$ cat src/pkg/ptl_defines.vh
// Register offsets, field positions and reset values of the PHY test,
// loopback and power saving extended registers.
// Assumes extended registers are reached through an index/data port pair.
`ifndef PTL_DEFINES_VH
`define PTL_DEFINES_VH

// Management port offsets
`define PTL_PORT_ADDR       5'h1d
`define PTL_PORT_DATA       5'h1e

// Extended register indexes
`define PTL_IDX_FAST_TEST   6'h10
`define PTL_IDX_TEN_TEST    6'h12
`define PTL_IDX_POWER_SAVE  6'h29

// Fast test register fields
`define PTL_FT_ENABLE       15
`define PTL_FT_JITTER       7
`define PTL_FT_OVERSWING    6
`define PTL_FT_DCD          5
`define PTL_FT_LINE_CODE    4
`define PTL_FT_SCRAMBLER    3
`define PTL_FT_CARRIER_MON  2
`define PTL_FT_FAR_FAULT    1
`define PTL_FT_CODING       0

// Ten test register fields
`define PTL_TT_SEL_HI       5
`define PTL_TT_DEPTH        2

// Ten test pattern codes
`define PTL_PAT_ONES_10M    3'h1
`define PTL_PAT_RANDOM      3'h2
`define PTL_PAT_LINK_PULSE  3'h3
`define PTL_PAT_SINE_5M     3'h4

// Power saving register fields and reset values, and the ten test reserved reset value
`define PTL_PS_STATE        15
`define PTL_PS_AMP100_LO    9
`define PTL_PS_AMP10_LO     6
`define PTL_PS_RSV_HI_RST   3'h3
`define PTL_PS_AMP_RST      3'h3
`define PTL_PS_RSV0_RST     1'h1
`define PTL_TEN_RSV_RST     2'h0

`endif

$ cat src/logic/ptl_shadow_reg.v
// One 16-bit register with separate hardware and software reset values.
// Assumes the caller supplies per-bit retain masks for software reset.
`timescale 1ns/1ps

module ptl_shadow_reg #(
	parameter [15:0] HW_RST  = 16'h0000,
	parameter [15:0] SW_KEEP = 16'hffff,
	parameter [15:0] WR_MASK = 16'hffff
) (
	input  wire        clk_sys_i,
	input  wire        rst_i,
	input  wire        soft_rst_i,
	input  wire        wr_i,
	input  wire [15:0] wdata_i,
	output reg  [15:0] value_o
);

	// Hardware reset wins, then software reset, then a write
	always @(posedge clk_sys_i) begin
		if (rst_i) begin
			value_o <= HW_RST;
		end else if (soft_rst_i) begin
			value_o <= value_o & SW_KEEP; // Unkept bits fall to zero
		end else if (wr_i) begin
			value_o <= (wdata_i & WR_MASK) | (value_o & ~WR_MASK);
		end
	end

endmodule // ptl_shadow_reg

$ cat src/logic/ptl_test_loop_ctrl.v
// Extended test, loopback and power saving control registers of a
// 10/100 PHY, reached over an index port and a data port.
// Assumes single-cycle management strobes synchronous to clk_sys_i.
`timescale 1ns/1ps
`include "ptl_defines.vh"

// How it works
// - Bit 15 of the fast test register enables 100 Mb/s loopback test mode and clears on hardware reset.
// - Fast test bit 4 loops data at the MLT-3 coding stage.
// - Fast test bit 3 loops data past the scrambler and descrambler.
// - Fast test bit 2 loops through carrier detect and link monitor.
// - Fast test bit 1 loops through the far-end-fault generator and detector.
// - Fast test bit 0 loops data at the coding sublayer.
// - The 10 Mb/s pattern selector is bit 5 over bits 1:0 of the ten test register.
// - Selector 001 all-ones 10 MHz, 010 random, 011 link pulses, 100 5 MHz, else normal.
// - Ten test bit 2 picks deep (1) or shallow (0) loop and drives the core mode low bit.
// - Power saving bit 15 is read-only, shows the saving state and resets to one.
// - Power saving bits 11:9 set the 100 Mb/s amplitude and reset to 3.
// - Power saving bits 8:6 are a second amplitude field resetting to 3.
module ptl_test_loop_ctrl (
	input  wire        clk_sys_i,
	input  wire        rst_i,
	input  wire        soft_rst_i,
	input  wire        mgmt_wr_i,
	input  wire        mgmt_rd_i,
	input  wire [4:0]  mgmt_addr_i,
	input  wire [15:0] mgmt_wdata_i,
	input  wire        saving_active_i,
	output reg  [15:0] mgmt_rdata_o,
	output reg         mgmt_rvalid_o,
	output reg         fast_loop_test_enable_o,
	output reg         fast_jitter_waveform_o,
	output reg         fast_overswing_waveform_o,
	output reg         fast_dcd_waveform_o,
	output reg         line_code_loop_o,
	output reg         scrambler_loop_o,
	output reg         carrier_monitor_loop_o,
	output reg         far_fault_loop_o,
	output reg         coding_loop_o,
	output reg         ten_ones_10m_o,
	output reg         ten_random_o,
	output reg         ten_link_pulse_o,
	output reg         ten_sine_5m_o,
	output reg         deep_loop_o,
	output reg         shallow_loop_o,
	output reg         ten_core_mode0_o,
	output reg  [2:0]  amp_fast_o,
	output reg  [2:0]  amp_ten_o
);

	reg  [5:0]  index_q;
	reg         global_saving_state_q;
	wire [15:0] fast_q;
	wire [15:0] ten_q;
	wire [15:0] ps_q;
	wire        data_wr;
	wire        wr_fast;
	wire        wr_ten;
	wire        wr_ps;
	wire [2:0]  ten_sel;
	reg  [15:0] ext_rdata;

	// Decode one extended index against the current index
	function hit;
		input [5:0] idx;
		input [5:0] cur;
		begin
			hit = (idx == cur);
		end
	endfunction

	assign data_wr = mgmt_wr_i && (mgmt_addr_i == `PTL_PORT_DATA);
	assign wr_fast = data_wr && hit(`PTL_IDX_FAST_TEST, index_q);
	assign wr_ten  = data_wr && hit(`PTL_IDX_TEN_TEST, index_q);
	assign wr_ps   = data_wr && hit(`PTL_IDX_POWER_SAVE, index_q);

	// Index port; soft reset clears it as well
	always @(posedge clk_sys_i) begin
		if (rst_i || soft_rst_i) begin
			index_q <= 6'h00;
		end else if (mgmt_wr_i && mgmt_addr_i == `PTL_PORT_ADDR) begin
			index_q <= mgmt_wdata_i[5:0];
		end
	end

	// Fast test: bits 14:8 not writable, loop selects dropped on soft reset
	ptl_shadow_reg #(
		.HW_RST  (16'h0000),
		.SW_KEEP (16'h80e0),
		.WR_MASK (16'h80ff)
	) u_fast (
		.clk_sys_i  (clk_sys_i),
		.rst_i      (rst_i),
		.soft_rst_i (soft_rst_i),
		.wr_i       (wr_fast),
		.wdata_i    (mgmt_wdata_i),
		.value_o    (fast_q)
	);

	// Ten test: reserved 15:14 keep, 5:0 clear on soft reset
	ptl_shadow_reg #(
		.HW_RST  (16'h0000),
		.SW_KEEP (16'hc000),
		.WR_MASK (16'hc027)
	) u_ten (
		.clk_sys_i  (clk_sys_i),
		.rst_i      (rst_i),
		.soft_rst_i (soft_rst_i),
		.wr_i       (wr_ten),
		.wdata_i    (mgmt_wdata_i),
		.value_o    (ten_q)
	);

	// Power saving: bit 15 held apart, reserved 5:1 clear on soft reset
	ptl_shadow_reg #(
		.HW_RST  ({1'b0, `PTL_PS_RSV_HI_RST, `PTL_PS_AMP_RST,
			`PTL_PS_AMP_RST, 5'h00, `PTL_PS_RSV0_RST}),
		.SW_KEEP (16'hffc1),
		.WR_MASK (16'h7fff)
	) u_ps (
		.clk_sys_i  (clk_sys_i),
		.rst_i      (rst_i),
		.soft_rst_i (soft_rst_i),
		.wr_i       (wr_ps),
		.wdata_i    (mgmt_wdata_i),
		.value_o    (ps_q)
	);

	// Saving state is tracked from the core, never from writes
	always @(posedge clk_sys_i) begin
		if (rst_i) begin
			global_saving_state_q <= 1'b1;
		end else begin
			global_saving_state_q <= saving_active_i;
		end
	end

	assign ten_sel = {ten_q[`PTL_TT_SEL_HI], ten_q[1:0]};

	// Read mux for the selected extended register
	always @* begin
		case (index_q)
			`PTL_IDX_FAST_TEST:  ext_rdata = fast_q & 16'h80ff;
			`PTL_IDX_TEN_TEST:   ext_rdata = ten_q;
			`PTL_IDX_POWER_SAVE: ext_rdata = {global_saving_state_q,
				ps_q[14:0]};
			default:             ext_rdata = 16'h0000;
		endcase
	end

	// Read answer one cycle after the strobe; other offsets read zero
	always @(posedge clk_sys_i) begin
		if (rst_i) begin
			mgmt_rdata_o  <= 16'h0000;
			mgmt_rvalid_o <= 1'b0;
		end else begin
			mgmt_rvalid_o <= mgmt_rd_i;
			if (mgmt_rd_i) begin
				case (mgmt_addr_i)
					`PTL_PORT_ADDR: mgmt_rdata_o <= {10'h000, index_q};
					`PTL_PORT_DATA: mgmt_rdata_o <= ext_rdata;
					default:        mgmt_rdata_o <= 16'h0000;
				endcase
			end
		end
	end

	// Registered control outputs; loop selects follow their bits whether or not test mode is enabled
	always @(posedge clk_sys_i) begin
		if (rst_i) begin
			fast_loop_test_enable_o   <= 1'b0;
			fast_jitter_waveform_o    <= 1'b0;
			fast_overswing_waveform_o <= 1'b0;
			fast_dcd_waveform_o       <= 1'b0;
			line_code_loop_o          <= 1'b0;
			scrambler_loop_o          <= 1'b0;
			carrier_monitor_loop_o    <= 1'b0;
			far_fault_loop_o          <= 1'b0;
			coding_loop_o             <= 1'b0;
			ten_ones_10m_o            <= 1'b0;
			ten_random_o              <= 1'b0;
			ten_link_pulse_o          <= 1'b0;
			ten_sine_5m_o             <= 1'b0;
			deep_loop_o               <= 1'b0;
			shallow_loop_o            <= 1'b1;
			ten_core_mode0_o          <= 1'b0;
			amp_fast_o                <= `PTL_PS_AMP_RST;
			amp_ten_o                 <= `PTL_PS_AMP_RST;
		end else begin
			fast_loop_test_enable_o   <= fast_q[`PTL_FT_ENABLE];
			fast_jitter_waveform_o    <= fast_q[`PTL_FT_JITTER];
			fast_overswing_waveform_o <= fast_q[`PTL_FT_OVERSWING];
			fast_dcd_waveform_o       <= fast_q[`PTL_FT_DCD];
			line_code_loop_o          <= fast_q[`PTL_FT_LINE_CODE];
			scrambler_loop_o          <= fast_q[`PTL_FT_SCRAMBLER];
			carrier_monitor_loop_o    <= fast_q[`PTL_FT_CARRIER_MON];
			far_fault_loop_o          <= fast_q[`PTL_FT_FAR_FAULT];
			coding_loop_o             <= fast_q[`PTL_FT_CODING];
			ten_ones_10m_o   <= (ten_sel == `PTL_PAT_ONES_10M);
			ten_random_o     <= (ten_sel == `PTL_PAT_RANDOM);
			ten_link_pulse_o <= (ten_sel == `PTL_PAT_LINK_PULSE);
			ten_sine_5m_o    <= (ten_sel == `PTL_PAT_SINE_5M);
			deep_loop_o      <= ten_q[`PTL_TT_DEPTH];
			shallow_loop_o   <= ~ten_q[`PTL_TT_DEPTH];
			ten_core_mode0_o <= ten_q[`PTL_TT_DEPTH];
			amp_fast_o <= ps_q[`PTL_PS_AMP100_LO +: 3];
			amp_ten_o  <= ps_q[`PTL_PS_AMP10_LO +: 3];
		end
	end

endmodule // ptl_test_loop_ctrl

$ cat config.mk
export PLATFORM = sky130hd
export DESIGN_NAME = ptl_test_loop_ctrl
export DESIGN_NICKNAME = d
export VERILOG_FILES = /design/src/logic/ptl_shadow_reg.v /design/src/logic/ptl_test_loop_ctrl.v
export VERILOG_INCLUDE_DIRS = /design/src /design/src/pkg
export SDC_FILE = /design/constraint.sdc
export NUM_CORES = 1
export LEC_CHECK = 0
export ABC_AREA = 1
export BUFFER_PORTS_ARGS = -buffer_cell sky130_fd_sc_hd__buf_2
export CORE_MARGIN = 5
export CORE_UTILIZATION = 55
export CTS_CLUSTER_SIZE = 40
export DETAILED_ROUTE_END_ITERATION = 16
export GPL_ROUTABILITY_DRIVEN = 0
export PLACE_DENSITY = 0.9
export SLEW_MARGIN = 25
export SYNTH_ARGS = -nofsm -noshare
export SYNTH_HDL_FRONTEND = slang
export SYNTH_SLANG_ARGS = --single-unit
export TNS_END_PERCENT = 1
$ cat constraint.sdc
create_clock -name clk_sys_i -period 3.1 [get_ports clk_sys_i]
set_clock_uncertainty 0.05 [all_clocks]
set_input_delay 0 -clock clk_sys_i [delete_from_list [all_inputs] [get_ports clk_sys_i]]
set_output_delay 0 -clock clk_sys_i [all_outputs]
set_load 0.005 [all_outputs]
==> Yosys cells after proc, flatten, opt, wreduce, memory -nomap -nowiden <==
Cells that the tools add are included.
{ "classes": {"addsub": 0, "mul": 0, "n_div": 0, "magnitude_cmp": 0, "eq_ne": 12, "n_shift": 0, "mux": 2, "bitwise": 5, "reduce_logical": 10} }
{ "ops": {"columns": ["op", "n"], "rows": [
  ["one-hot mux 16 bit (3 select lines)", 1],
  ["one-hot mux 16 bit (2 select lines)", 1],
  ["OR 15 x 16 -> 16 bit", 1],
  ["OR 16 x 14 -> 16 bit", 1],
  ["OR 16 x 15 -> 16 bit", 1],
  ["equality test 5 x 6 -> 1 bit (first input constant)", 2],
  ["equality test 6 x 5 -> 1 bit (second input constant)", 2],
  ["equality test 5 bit (second input constant)", 2],
  ["equality test 3 x 2 -> 1 bit (second input constant)", 2],
  ["equality test 6 bit (first input constant)", 1],
  ["equality test 6 bit (second input constant)", 1],
  ["AND reduction 2 bit", 3],
  ["logical AND 1 bit", 5],
  ["equality test 3 x 1 -> 1 bit (second input constant)", 1],
  ["equality test 3 bit (second input constant)", 1],
  ["inverter 1 bit", 2],
  ["OR reduction 2 bit", 1],
  ["logical OR 1 bit", 1]
]} }
{ "totals": {"reg_bits": 93, "latchBits": 0, "ramBits": 0, "rom_bits": 0, "inputBits": 27, "output_inout_bits": 39, "wordCells": 56, "memories": 0} }

==> Depth between registers and ports, before layout <==
{ "logic_depth": {"word_depth": 4, "depth_mapped": 9, "ltp_nobuf": 9} }

==> Cells and area by module <==
Synthesis repeated with hierarchy kept, for this count alone.
{ "unflattened": {"hier_cells": 439, "area_unflattened_um2": 3255.6} }
{ "modules_own_cells": {"columns": ["module", "n_inst", "cells_each", "area_per_inst_um2", "seq_area_each_um2"], "rows": [
  ["ptl_test_loop_ctrl", 1, 259, 1935.6, 900.9],
  ["ptl_shadow_reg at u_ps", 1, 78, 590.6, 300.3],
  ["ptl_shadow_reg at u_fast", 1, 58, 419.2, 180.2],
  ["ptl_shadow_reg at u_ten", 1, 44, 310.3, 120.1]
]} }

==> Worst setup path after synthesis <==
OpenSTA, ideal clock, no wires.
{ "synth_path": {"path_type": "reg2reg", "start": "register index_q[0]", "end": "register u_fast.value_o[5]", "setup_time_ps": 132, "arrival_ps": 1183, "required_time_ps": 2918, "slack_ps": 1735, "stages_incl_launch_ff": 7, "n_path_buf": 0, "synth_period_minus_slack_ps": 1365, "path_cell_list": "dfxtp_1 -> nor2_2 -> nand2_1 -> nor2_4 -> nand2_1 -> nand2_1 -> a21oi_1"} }
{ "synth_between": {"elab_chain_cells": 3} }
{ "synth_rtl": {"columns": ["element", "line", "rtl"], "rows": [
  ["from (decl)", "ptl_test_loop_ctrl.v:51", "reg [5:0] index_q;"],
  ["from (signal assigned)", "ptl_test_loop_ctrl.v:82", "index_q <= mgmt_wdata_i[5:0];"],
  ["equality test 5 x 6 -> 1 bit", "ptl_test_loop_ctrl.v:68", "hit = (idx == cur);"],
  ["logical AND 1 bit", "ptl_test_loop_ctrl.v:73", "assign wr_fast = data_wr && hit(`PTL_IDX_FAST_TEST, index_q);"],
  ["AND reduction 2 bit (no line)", null, null],
  ["to (signal assigned)", "ptl_shadow_reg.v:23", "value_o <= value_o & SW_KEEP;"],
  ["to (signal assigned)", "ptl_shadow_reg.v:25", "value_o <= (wdata_i & WR_MASK) | (value_o & ~WR_MASK);"],
  ["to (decl)", "ptl_shadow_reg.v:15", "output reg [15:0] value_o"]
]} }
Every way passes these cells.
A chain may end at the register's enable or synchronous reset.

==> Worst setup path in the final report <==
{ "layout_path": {"start": "register index_q[3]", "end": "register u_fast.value_o[7]"} }
The elaborated chain is that of the path after synthesis.

==> results.md <==
* Max Root-Sink Buffers at 2
* Most common cell after layout, fill and taps aside: dfxtp_1
* Area contributors post-synth: dfxtp_1 (52%), nand2_1 (8.7%), nand3_1 (6.8%)
* I/O Pins at 66
* Most frequent cells in the layout: dfxtp_1 (75), nand2_1 (67), buf_2 (65)
* DR WL/cell at 14.48 um
* Crit end category: register
* Sequential area share after synthesis at 52.13%
* Layout Cells excl Fill at 530
* Area occupied by multi-input gates at 0.001151 mm^2
* Worst hold slack at 57.85 ps
* Vias in the first global route at approximately 2600
* Status: completed
* CTS H-tree depth at 3
* Top cell type's share of synthesized area at 52.13%
* TritonCTS clock tree: done
* Worst setup SP type: register
* Final instance area at 0.003667 mm^2
* Syn. warnings at 0
* WP data arrival at 1920 ps
* Util after Layout at 71.80%
* Worst-margin pin slew at 618.0 ps
* DP Wirelength at between 5 and 6 mm
* Req. time, crit path at 3260 ps
* Initial DRC Count at 317
* Postcts setup bufs at 0
* Root Buffer: clkbuf_8
* PwrDens at around 540 mW/mm^2
* Tmin final at roughly 1800 ps
* Drc violations at 0
* Core Rows at 26
* Maximum VDD drop at 0.0002829 V
* Static Leak at about 1.6 nW
* Die area at 0.006784 mm^2
* Nets at 482
* Die width at 82.37 um
* Endpoints failing hold at 0
* Final Max Slew Viols at 0
* Grt ovf at 0
* Pre-CTS setup slack at 1435 ps
* Starting Density at a little under three fifths
* Setup TNS at 0 ps
* CP Class: register to register
* Rel. slew slack at 58.80%
* DR vias/cell at 5.360
* DP Area at approximately 0.0032 mm^2
* Clock Sinks at 75
* Overall power at 1.971 mW
* Placeable core area at 0.005107 mm^2
* First-pass GRT wire length at 12.12 mm
* Metal2 WL at 3.721 mm
* Post-Syn Area at a little under 0.003 mm^2
* Largest net degree at the start of global routing at 36
* Syn-to-layout area delta at 27.32%
* Top sig layer: met4
* Hold Path Class: input pin to register
* F_max at 568.2 MHz
* Initial antenna violation count at 0
* Detail Route Antenna Nets at 0
* Final setup vio count at 0
* Area leader, netlist: dfxtp_1
* WL met3 at 730 um
* M1 WL at approximately 3.0 mm
* Via count at 2841
* Avg Cell Area, Syn at 7.701 um^2
* Filler cells at 377
* Setup ws final at about 1300 ps
* PortBufs at 65
* # Max-Cap Violations at 0
* Share of layout cells above drive strength 1 at between 20% and 30%
* Register area at between 0.0015 and 0.002 mm^2
* Diode count at 0
* Netlist cell types at 24
* CTS buffer count at 9
* RSZ-0062 raised after global routing: no
* Hold path cells at 6
* Worst reg2reg path depth at 9
* Final period utilization at 56.77%
* Clock latency on the worst-skew pair at 350 ps
* Dpl cells at ~500
* #FFs+latches synth at 75
* Final wirelength at 7.676 mm
* All-layer global routing usage at about a quarter
* Worst-path clk slew at about 80 ps
* Chip Height at 82.37 um
* TritonRoute pass-1 iters at 7
* CP Max Fanout at 12
* Syn Nets at approximately 400
* Syn Inst Count at 374
-- cell type report --
cell class / instances / area share, %
flip-flops and latches: 75 / 40.94
multi-input cells: 242 / 31.39
repair buffers: 85 / 14.19
inverters: 42 / 4.299
clock buffers: 10 / 3.753
clock inverters: 6 / 3.037
well taps: 70 / 2.388
-- power by group --
group          total (mW)  switching (mW)  leakage, nW  internal, mW
Sequential          0.969         0.00192        0.606         0.967
Combinational      0.0879          0.0510        0.903        0.0369
Clock               0.915           0.357        0.123         0.558
-- what timing repair did --
| item | in CTS | in global routing |
|---|---|---|
| endpoints found under the hold margin | 37 | 0 |
| hold buffers | 18 | 0 |
| gates resized for setup | 0 | 0 |
-- state kept, by name, indices dropped and copies added (netlist names), 3 cells and up --
signal,count
amp_ten_o,3
u_ten.value_o,6
amp_fast_o,3
index_q,6
mgmt_rdata_o,16
u_fast.value_o,9
u_ps.value_o,15
-- routing by layer --
layer / vias up / global-route usage (%)
met3: 33 / 5.748
met5: - / 0
met1: 1270 / 27.64
met2: 162 / 39.26
met4: 0 / 17.94
li1: 1376 / -
-- logic make-up (layout without fill, tap and decap cells) --
kind of cell	count (synthesis)	after routing	synth area share [%]
flops	75	75	52.13
buf+inv	57	143	7.906
simple gates	174	174	28.02
compound gates	68	68	11.95
-- cell usage after synthesis --
| library cell | n |
|---|---|
| dfxtp_1 | 75 |
| buf_4 | 1 |
| nand2_2 | 2 |
| nand2_4 | 1 |
| nand3_2 | 1 |
| nor2_1 | 34 |
| nand3b_1 | 2 |
| buf_6 | 1 |
| nand3_1 | 39 |
| nand2_1 | 67 |
| nor2_2 | 4 |
| o21ai_0 | 34 |
| nor2_4 | 4 |
| o21ai_1 | 4 |
| inv_1 | 42 |
| a21oi_1 | 29 |
| nor4_1 | 3 |
| buf_2 | 2 |
| or2_2 | 3 |
| buf_1 | 1 |
| nand4_1 | 5 |
| clkbuf_1 | 10 |
| nor3_1 | 9 |
| a21oi_2 | 1 |
-- final timing paths --
path | start | to | slack (ps)
setup / recovery | index_q[3] | u_fast.value_o[7] | 1340
hold / removal | mgmt_addr_i[1] | mgmt_rdata_o[3] | 60
setup reg to reg | index_q[3] | u_fast.value_o[7] | 1340
hold reg to reg | u_fast.value_o[1] | far_fault_loop_o | 400
-- critical path: stages (launching register included) --
cell,delay (ps)
dfxtp_1,330
inv_1,110
nand2_1,60
nor2_1,120
buf_4,200
nand2_1,170
nor2_4,250
nand2_1,160
nand2_1,110
a21oi_1,60
Power figures use the tool's default switching activity.
